==> config.mk <==
export PLATFORM = sky130hd
export DESIGN_NAME = tgu_top
export DESIGN_NICKNAME = d
export VERILOG_FILES = /design/src/pkg/tgu_pkg.sv /design/src/design/tgu_prescaler.sv /design/src/design/tgu_top.sv /design/src/design/tgu_wdog.sv
export VERILOG_INCLUDE_DIRS = /design/src /design/src/pkg
export SDC_FILE = /design/constraint.sdc
export NUM_CORES = 1
export LEC_CHECK = 0
export ABC_AREA = 1
export BUFFER_PORTS_ARGS = -buffer_cell sky130_fd_sc_hd__buf_2
export CORE_ASPECT_RATIO = 1.25
export CORE_MARGIN = 2
export CORE_UTILIZATION = 30
export CTS_BUF_LIST = sky130_fd_sc_hd__clkbuf_16
export DETAILED_ROUTE_END_ITERATION = 16
export PLACE_DENSITY = 0.58
export SETUP_SLACK_MARGIN = 0.4
export SKIP_LAST_GASP = 1
export SYNTH_ARGS = -nofsm -noshare
export SYNTH_HDL_FRONTEND = slang
export SYNTH_SLANG_ARGS = --single-unit
==> constraint.sdc <==
create_clock -name clock -period 4.38 [get_ports clock]
set_input_delay 0.219 -clock clock [delete_from_list [all_inputs] [get_ports clock]]
set_output_delay 0.219 -clock clock [all_outputs]
set_load 0.05 [all_outputs]
==> src/pkg/tgu_defines.svh <==
// Constants for the timing guard unit: offsets, fields, reset values.
`ifndef TGU_DEFINES_SVH
`define TGU_DEFINES_SVH

// Bus widths
`define TGU_ADDR_W 24
`define TGU_DATA_W 16

// Register offsets
`define TGU_ADDR_CONFIG 24'hffff20
`define TGU_ADDR_PRESCALER 24'hffff22
`define TGU_ADDR_RELOAD 24'hffff24
`define TGU_ADDR_CTRL 24'hffff26
`define TGU_ADDR_COUNT 24'hffff28
`define TGU_ADDR_MATCH 24'hffff2a

// Config register fields
`define TGU_CFG_LOCK_CONFIG 0
`define TGU_CFG_LOCK_PRESCALER 1
`define TGU_CFG_LOCK_RELOAD 2
`define TGU_CFG_LOCK_COUNT 3
`define TGU_CFG_CLOCK_SELECT 4
`define TGU_CFG_MATCH_ENABLE 5
`define TGU_NUM_LOCKS 4

// Timer control register fields
`define TGU_CTRL_RESTART 0
`define TGU_CTRL_TC 1
`define TGU_CTRL_INTE 2

// Prescaler field
`define TGU_DIV_W 3
`define TGU_DIV_MAX 3'h5

// Reset values and service key
`define TGU_RELOAD_RST 16'hffff
`define TGU_COUNT_RST 8'h0f
`define TGU_MATCH_KEY 8'h5c

`endif

==> src/pkg/tgu_pkg.sv <==
// Types shared by the timing guard unit modules.
`include "tgu_defines.svh"

package tgu_pkg;

  // One register bus request, one cycle long
  typedef struct packed {
    logic [`TGU_ADDR_W-1:0] addr;
    logic [`TGU_DATA_W-1:0] wdata;
    logic wr;
    logic rd;
  } tgu_req_t;

  // Watchdog state, one-hot
  typedef enum logic [1:0] {
    TGU_WD_IDLE = 2'b01,
    TGU_WD_RUN = 2'b10
  } tgu_wd_state_t;

endpackage : tgu_pkg

==> src/design/tgu_prescaler.sv <==
// Slow clock prescaler: turns slow clock rising edges into tick events.
`timescale 1ns/1ps
`include "tgu_defines.svh"

module tgu_prescaler #(
  parameter int CNT_W = 5
) (
  input wire logic clock, // System clock
  input wire logic sys_rst, // Synchronous reset, active high
  input wire logic slow_clock, // Slow clock level, synchronous
  input wire logic run, // Low freezes the divider
  input wire logic [`TGU_DIV_W-1:0] prescaler_field, // Divisor code
  output logic tick // One-cycle pulse per tick rising edge
);

  logic slow_reg;
  logic [CNT_W-1:0] cnt_reg;
  logic [CNT_W-1:0] cnt_next;
  logic [CNT_W-1:0] last_w;
  logic slow_rise;
  logic wrap;

  // Reserved codes fall back to the largest divisor
  assign last_w = (prescaler_field > `TGU_DIV_MAX) ? {CNT_W{1'b1}} :
                  CNT_W'((32'h1 << prescaler_field) - 32'h1);
  assign slow_rise = run && slow_clock && !slow_reg;
  assign wrap = slow_rise && (cnt_reg >= last_w);
  assign cnt_next = wrap ? '0 : (slow_rise ? cnt_reg + CNT_W'(1) : cnt_reg);
  assign tick = wrap;

  // Edge memory tracks the pin even in halt, so resume gives no stale edge
  always_ff @(posedge clock) begin
    if (sys_rst) begin
      slow_reg <= 1'b0;
      cnt_reg <= '0;
    end else begin
      slow_reg <= slow_clock;
      cnt_reg <= cnt_next;
    end
  end

endmodule : tgu_prescaler

==> src/design/tgu_top.sv <==
// Timing guard unit: register file, periodic timer, locks and watchdog.
//
// Our own choice: strobed register access.
`timescale 1ns/1ps
`include "tgu_defines.svh"

module tgu_top #(
  parameter int TIMER_W = 16,
  parameter int WD_W = 8
) (
  input wire logic clock, // System clock, 50 MHz
  input wire logic sys_rst, // Synchronous reset, active high
  input tgu_pkg::tgu_req_t reg_req, // Register bus request
  output logic [`TGU_DATA_W-1:0] rd_data, // Read data, cycle after the read
  input wire logic slow_clock, // Slow clock level, synchronous
  input wire logic mode_low_power, // Power save or idle mode
  input wire logic mode_halt, // Halt mode, freezes the block
  output logic periodic_pulse, // Periodic pulse, also to the wakeup unit
  output logic timer_irq_line, // Timer interrupt, one-cycle pulse
  output logic watchdog_running, // Watchdog has been started
  output logic watchdog_reset // Watchdog error, device reset request
);

  // Configuration and timer state
  logic [`TGU_NUM_LOCKS-1:0] lock_reg;
  logic clock_select_reg;
  logic match_enable_reg;
  logic [`TGU_DIV_W-1:0] prescaler_reg;
  logic [TIMER_W-1:0] reload_reg;
  logic [TIMER_W-1:0] count_reg;
  logic [TIMER_W-1:0] count_next;
  logic restart_reg;
  logic tc_reg;
  logic inte_reg;
  logic pulse_reg;
  logic irq_reg;
  logic [WD_W-1:0] count_load_reg;
  logic [`TGU_DATA_W-1:0] rd_data_reg;

  // Named lock and access wires
  logic lock_config;
  logic lock_prescaler;
  logic lock_reload;
  logic lock_count;
  logic active_ok;
  logic match_ok;

  // Address decode
  logic hit_config;
  logic hit_prescaler;
  logic hit_reload;
  logic hit_ctrl;
  logic hit_count;
  logic hit_match;

  // Accepted writes and reads
  logic wr_config;
  logic wr_prescaler;
  logic wr_reload;
  logic wr_ctrl;
  logic wr_count;
  logic wr_match;
  logic rd_ctrl;
  logic [`TGU_DATA_W-1:0] rd_mux;
  logic [7:0] wdata_byte;

  // Timer and watchdog events
  logic tick;
  logic zero_hit;
  logic wd_clk_evt;
  logic wd_start;
  logic wd_service;
  logic wd_bad_key;
  logic [WD_W-1:0] wd_load_value;
  tgu_pkg::tgu_wd_state_t wd_state;
  logic wd_error;

  assign lock_config = lock_reg[`TGU_CFG_LOCK_CONFIG];
  assign lock_prescaler = lock_reg[`TGU_CFG_LOCK_PRESCALER];
  assign lock_reload = lock_reg[`TGU_CFG_LOCK_RELOAD];
  assign lock_count = lock_reg[`TGU_CFG_LOCK_COUNT];

  // Only the match register survives power save and idle
  assign active_ok = !mode_low_power && !mode_halt;
  assign match_ok = !mode_halt;

  // Address decode against the printed offsets
  assign hit_config = (reg_req.addr == `TGU_ADDR_CONFIG);
  assign hit_prescaler = (reg_req.addr == `TGU_ADDR_PRESCALER);
  assign hit_reload = (reg_req.addr == `TGU_ADDR_RELOAD);
  assign hit_ctrl = (reg_req.addr == `TGU_ADDR_CTRL);
  assign hit_count = (reg_req.addr == `TGU_ADDR_COUNT);
  assign hit_match = (reg_req.addr == `TGU_ADDR_MATCH);
  assign wdata_byte = reg_req.wdata[7:0];

  // Write qualification: locked or inaccessible registers drop writes
  assign wr_config = reg_req.wr && hit_config && active_ok && !lock_config;
  assign wr_prescaler = reg_req.wr && hit_prescaler && active_ok && !lock_prescaler;
  assign wr_reload = reg_req.wr && hit_reload && active_ok && !lock_reload;
  assign wr_ctrl = reg_req.wr && hit_ctrl && active_ok && !lock_reload;
  assign wr_count = reg_req.wr && hit_count && active_ok && !lock_count;
  assign wr_match = reg_req.wr && hit_match && match_ok;
  assign rd_ctrl = reg_req.rd && hit_ctrl && active_ok && !lock_reload;

  // Lock bits: set-only, one flop per bit
  generate
    for (genvar i = 0; i < `TGU_NUM_LOCKS; i++) begin : g_lock
      always_ff @(posedge clock) begin
        if (sys_rst) begin
          lock_reg[i] <= 1'b0;
        end else if (wr_config && wdata_byte[i]) begin
          lock_reg[i] <= 1'b1;
        end
      end
    end
  endgenerate

  // Watchdog clock select and service method
  always_ff @(posedge clock) begin
    if (sys_rst) begin
      clock_select_reg <= 1'b0;
      match_enable_reg <= 1'b0;
    end else if (wr_config) begin
      clock_select_reg <= wdata_byte[`TGU_CFG_CLOCK_SELECT];
      match_enable_reg <= wdata_byte[`TGU_CFG_MATCH_ENABLE];
    end
  end

  // Prescaler code; reserved codes are stored as written
  always_ff @(posedge clock) begin
    if (sys_rst) begin
      prescaler_reg <= '0;
    end else if (wr_prescaler) begin
      prescaler_reg <= wdata_byte[`TGU_DIV_W-1:0];
    end
  end

  // Reload value; the running count is left alone
  always_ff @(posedge clock) begin
    if (sys_rst) begin
      reload_reg <= `TGU_RELOAD_RST;
    end else if (wr_reload) begin
      reload_reg <= reg_req.wdata[TIMER_W-1:0];
    end
  end

  // Stored watchdog count, write-only to software
  always_ff @(posedge clock) begin
    if (sys_rst) begin
      count_load_reg <= `TGU_COUNT_RST;
    end else if (wr_count) begin
      count_load_reg <= wdata_byte[WD_W-1:0];
    end
  end

  // Divider; halt stops it so every later stage freezes as well
  tgu_prescaler #(
    .CNT_W(5)
  ) u_prescaler (
    .clock(clock),
    .sys_rst(sys_rst),
    .slow_clock(slow_clock),
    .run(!mode_halt),
    .prescaler_field(prescaler_reg),
    .tick(tick)
  );

  // Periodic timer: restart first, then reload at zero, else count down
  assign count_next = !tick ? count_reg :
                      restart_reg ? reload_reg :
                      (count_reg == '0) ? reload_reg :
                      count_reg - TIMER_W'(1);
  // Reaching zero on a tick; a restart to zero would be reserved anyway
  assign zero_hit = tick && (count_next == '0) && (count_reg != '0);

  // Count register itself
  always_ff @(posedge clock) begin
    if (sys_rst) begin
      count_reg <= `TGU_RELOAD_RST;
    end else begin
      count_reg <= count_next;
    end
  end

  // Restart request; a new write wins over the clearing tick
  always_ff @(posedge clock) begin
    if (sys_rst) begin
      restart_reg <= 1'b0;
    end else if (wr_ctrl && wdata_byte[`TGU_CTRL_RESTART]) begin
      restart_reg <= 1'b1;
    end else if (tick) begin
      restart_reg <= 1'b0;
    end
  end

  // Interrupt enable
  always_ff @(posedge clock) begin
    if (sys_rst) begin
      inte_reg <= 1'b0;
    end else if (wr_ctrl) begin
      inte_reg <= wdata_byte[`TGU_CTRL_INTE];
    end
  end

  // Terminal count: cleared by reading, a new zero in that cycle wins
  always_ff @(posedge clock) begin
    if (sys_rst) begin
      tc_reg <= 1'b0;
    end else if (zero_hit) begin
      tc_reg <= 1'b1;
    end else if (rd_ctrl) begin
      tc_reg <= 1'b0;
    end
  end

  // Periodic pulse level holds for one whole tick period
  always_ff @(posedge clock) begin
    if (sys_rst) begin
      pulse_reg <= 1'b0;
    end else if (tick) begin
      pulse_reg <= zero_hit;
    end
  end

  // Interrupt pulse gated by the enable bit
  always_ff @(posedge clock) begin
    if (sys_rst) begin
      irq_reg <= 1'b0;
    end else begin
      irq_reg <= zero_hit && inte_reg;
    end
  end

  // Watchdog clock: tick, or the rising edge of the periodic pulse
  assign wd_clk_evt = clock_select_reg ? tick : zero_hit;
  // Match writes count only while match servicing is on
  assign wd_start = wr_count || (wr_match && match_enable_reg);
  assign wd_service = (wr_count && !match_enable_reg) ||
                      (wr_match && match_enable_reg && wdata_byte == `TGU_MATCH_KEY);
  assign wd_bad_key = wr_match && match_enable_reg && (wdata_byte != `TGU_MATCH_KEY);
  assign wd_load_value = wr_count ? wdata_byte[WD_W-1:0] : count_load_reg;

  // Watchdog core
  tgu_wdog #(
    .CNT_W(WD_W)
  ) u_wdog (
    .clock(clock),
    .sys_rst(sys_rst),
    .wd_clk_evt(wd_clk_evt),
    .start(wd_start),
    .service(wd_service),
    .bad_key(wd_bad_key),
    .load_value(wd_load_value),
    .state(wd_state),
    .error(wd_error)
  );

  // Read mux; locked, write-only and unmapped reads give zero
  assign rd_mux = !active_ok ? '0 :
                  (hit_config && !lock_config) ?
                    {10'h000, match_enable_reg, clock_select_reg, lock_reg} :
                  (hit_prescaler && !lock_prescaler) ? {13'h0000, prescaler_reg} :
                  (hit_reload && !lock_reload) ? reload_reg :
                  (hit_ctrl && !lock_reload) ? {13'h0000, inte_reg, tc_reg, restart_reg} :
                  '0;

  // Read data stands only in the cycle after the strobe
  always_ff @(posedge clock) begin
    if (sys_rst) begin
      rd_data_reg <= '0;
    end else begin
      rd_data_reg <= reg_req.rd ? rd_mux : '0;
    end
  end

  // Outputs
  assign rd_data = rd_data_reg;
  assign periodic_pulse = pulse_reg;
  assign timer_irq_line = irq_reg;
  assign watchdog_running = (wd_state == tgu_pkg::TGU_WD_RUN);
  assign watchdog_reset = wd_error;

endmodule : tgu_top

==> src/design/tgu_wdog.sv <==
// Watchdog core: 8-bit down counter, service checks and error latch.
`timescale 1ns/1ps

module tgu_wdog #(
  parameter int CNT_W = 8
) (
  input wire logic clock, // System clock
  input wire logic sys_rst, // Synchronous reset, active high
  input wire logic wd_clk_evt, // Rising edge of selected watchdog clock
  input wire logic start, // Write that may start the watchdog
  input wire logic service, // Valid service request
  input wire logic bad_key, // Match register written with a wrong value
  input wire logic [CNT_W-1:0] load_value, // Value to load on start or service
  output tgu_pkg::tgu_wd_state_t state, // Idle or running
  output logic error // Sticky error, asks for device reset
);

  tgu_pkg::tgu_wd_state_t state_reg;
  tgu_pkg::tgu_wd_state_t state_next;
  logic [CNT_W-1:0] cnt_reg;
  logic [CNT_W-1:0] cnt_next;
  logic touched_reg;
  logic touched_next;
  logic err_reg;
  logic running;
  logic too_late;
  logic too_often;

  assign running = (state_reg == tgu_pkg::TGU_WD_RUN);
  // Expiry: counter would reach zero with no service this edge
  assign too_late = running && wd_clk_evt && !service && (cnt_reg <= CNT_W'(1));
  // Second service inside one watchdog clock cycle
  assign too_often = running && service && touched_reg && !wd_clk_evt;

  // State: only reset leaves the running state
  always_comb begin
    case (state_reg)
      tgu_pkg::TGU_WD_IDLE: state_next = start ? tgu_pkg::TGU_WD_RUN : tgu_pkg::TGU_WD_IDLE;
      tgu_pkg::TGU_WD_RUN: state_next = tgu_pkg::TGU_WD_RUN;
      default: state_next = tgu_pkg::TGU_WD_IDLE;
    endcase
  end

  // Counter and per-cycle service memory
  assign cnt_next = (!running && start) || (running && service) ? load_value :
                    (running && wd_clk_evt && cnt_reg != '0) ? cnt_reg - CNT_W'(1) :
                    cnt_reg;
  assign touched_next = (!running && start) || (running && service) ? 1'b1 :
                        wd_clk_evt ? 1'b0 : touched_reg;

  always_ff @(posedge clock) begin
    if (sys_rst) begin
      state_reg <= tgu_pkg::TGU_WD_IDLE;
      cnt_reg <= '0;
      touched_reg <= 1'b0;
      err_reg <= 1'b0;
    end else begin
      state_reg <= state_next;
      cnt_reg <= cnt_next;
      touched_reg <= touched_next;
      err_reg <= err_reg || too_late || too_often || (running && bad_key);
    end
  end

  assign state = state_reg;
  assign error = err_reg;

endmodule : tgu_wdog

==> reports/metrics.cfg <==
[yosys]
synthAdderAreaFrac_pct = 3.407
synthMuxAreaShare_pct = 0.2096
synthSimpleGateAreaFrac_pct = 38.05
postSynthCellCount = 698
syn_area_per_cell_um2 = 6.840
synth_top_family_by_area = simple AND/OR/NAND/NOR gates
syn_nets = 758
ys_ff_latch = 88
synth_warnings = 0
syn-cell-area_um2 = 4775
synthXorXnorAreaFrac_pct = 1.651
synthArstFlopShare_pct = 0
synth_compound_area_share_pct = 9.486
ys_types = 46
ys.flop_type = dfxtp_1
synth_edf_count = 0
ys_seq_area_share_pct = 36.90

[sta]
clock_skew_ns = 0.008896
hold_violations = 0
max_freq_mhz = 327.9
setup_tns_ns = 0
worst_slew_pin_slew_ns = 0.9648
maxSlewViolCount = 0
setup_viol = 0
rsz0062_at_grt = false
max_slew_margin_pct = 35.68
post-route-period-util_pct = 69.62
fin_crit_ns = 3.049
setup_slack_ns = 1.331

[layout]
multi_input_area_um2 = 2521
area_delta_synth_final_pct = 16.22
fin_nets = 815
antenna_cells = 0
regArea_um2 = 1762
finish.utilization_pct = 35.64
fillerInstances = 1726
layout_commonest_cell = nand2_1
fin_area_um2 = 5549
layout_common_cells = nand2_1, inv_1, nor2_1, dfxtp_1, nand3_1
drive_above_1_share_pct = 16.32

[cts]
cts_made_buffers = 9
post_cts_resized = 0
path_clk_slew_ns = 0.07
cts-htree-levels = 3
cts_sinks = 88
clk_latency_ns = 0.34
cts_root_buffer = clkbuf_16
cts_buffer_depth = 2
cts_tree = done
cts_hold_buf = 0
post_cts_buffers = 0

[route]
viasPerCell = 4.664
first_pass_iters = 5
postRouteAntennaNets = 0
detail_route.wl_per_cell_um = 12.94
drtIter0Drc = 274
num_vias = 4533
routed_wl_mm = 12.58
drc = 0

[critical_path]
cp.arrival_ns = 3.28
cp-end-kind = flop
worstRegToRegCells = 21
cp_max_fo = 20
worstSetupPathType = flop to flop
start_kind = flop
cp.required_ns = 4.61

[pwr]
peakVddDrop_mv = 0.2144
p_leak_nw = 2.758
finalPower_mw = 1.694
powerDensity_nw_per_um2 = 305.2

[placed_design]
place_congestion = 0.8733
place_ws_ns = 1.376
io_buffers = 66
place_hpwl_mm = 9.505
dpl_cell_area_um2 = 5253

[floorplan]
fp.dieH_um = 145.0
initial_utilization_pct = 30.67
dieArea_um2 = 16950
core_area_um2 = 15570
die_w_um = 116.8
rows = 51
pin_count = 67

[global_route]
grt_max_degree = 55
grt_antenna_before_repair = 0
grt_pass1_vias = 4332
grt_use_total_pct = 15.39
grt_pass1_wl_mm = 20.80
grt_overflow_total = 0

[worst_hold_path]
worstHoldPathCells = 3
hp-class = input port to flop

[job]
max_cap_violations = 0

[status]
status = completed

[power breakdown]
group | internal [mW] | leakage, nW | switching, mW
sequential | 0.806 | 0.712 | 0.00667
combinational | 0.0328 | 1.90 | 0.0634
clock | 0.443 | 0.144 | 0.341
[synthesized netlist by cell type (all sizes together), types with 2 or more instances]
library cell,number,area [um2]
nor3,11,66.32
o211ai,10,75.07
ha,13,162.7
xor2,6,52.55
nand4,18,125.1
o21ai,26,141.4
nor2,97,401.6
xnor2,3,26.28
nor4,5,31.28
dfxtp,88,1762
nand3,73,397.9
o21a,3,22.52
a41oi,3,26.28
a21oi,24,123.9
nand3b,2,18.77
nand2,187,762.0
o22ai,2,12.51
clkbuf,14,52.55
inv,97,366.6
buf,7,72.56
[final timing paths]
check	from	end	slack, ns
max	prescaler_reg[2]	u_wdog.cnt_reg[4]	1.33
min	slow_clock	u_prescaler.slow_reg	0.12
max reg2reg	prescaler_reg[2]	u_wdog.cnt_reg[4]	1.33
min reg2reg	reload_reg[11]	rd_data[11]	0.46
[metal layers]
| layer | track usage (%) | wire [um] | share of wire, % |
|---|---|---|---|
| met5 | 0 | 0 | 0 |
| met4 | 4.471 | 211 | 1.7 |
| met3 | 2.548 | 406 | 3.2 |
| met2 | 27.02 | 6374 | 51 |
| met1 | 19.00 | 5585 | 44 |
[through the flow]
| stage | cells | hold WS [ns] |
|---|---|---|
| 2_1_floorplan | 698 | 0.3629 |
| 3_3_place_gp | 956 | 0.4383 |
| 3_5_place_dp | 956 | 0.4418 |
| 4_1_cts | 972 | 0.1106 |
| 5_1_grt | 972 | 0.1275 |
| 6_report | 972 | 0.1210 |
[kinds of logic after synthesis]
group,Yosys count
compound gates,74
mux,1
flops,88
buf+inv,118
simple gates,395
xor+xnor,9
fa+ha+maj,13
[critical path, cell delays in order (launching register included)]
cell and delay, ns:
dfxtp_1 0.41, o21ai_0 0.12, ha_1 0.31, nand2_1 0.07, nor2_1 0.10, nand2_1 0.05, nand3_1 0.07, nand2_2 0.20
inv_2 0.36, nand3_1 0.14, nand2_1 0.13, nand2_1 0.06, nor2_1 0.13, nand2_1 0.06, nor2_1 0.11, nand2_2 0.10
nand2_4 0.08, nand3_4 0.12, nand2_4 0.12, inv_2 0.06, nor2_1 0.09, nor2_1 0.05
[cell type report]
type	count	area share (%)
clock buffer	9	4.059
clock inverter	7	1.285
inverter	97	6.607
timing repair buffer	67	6.088
sequential	88	31.75
multi-input combinational	492	45.43
tap	212	4.780
(Power assumes the default switching activity.)
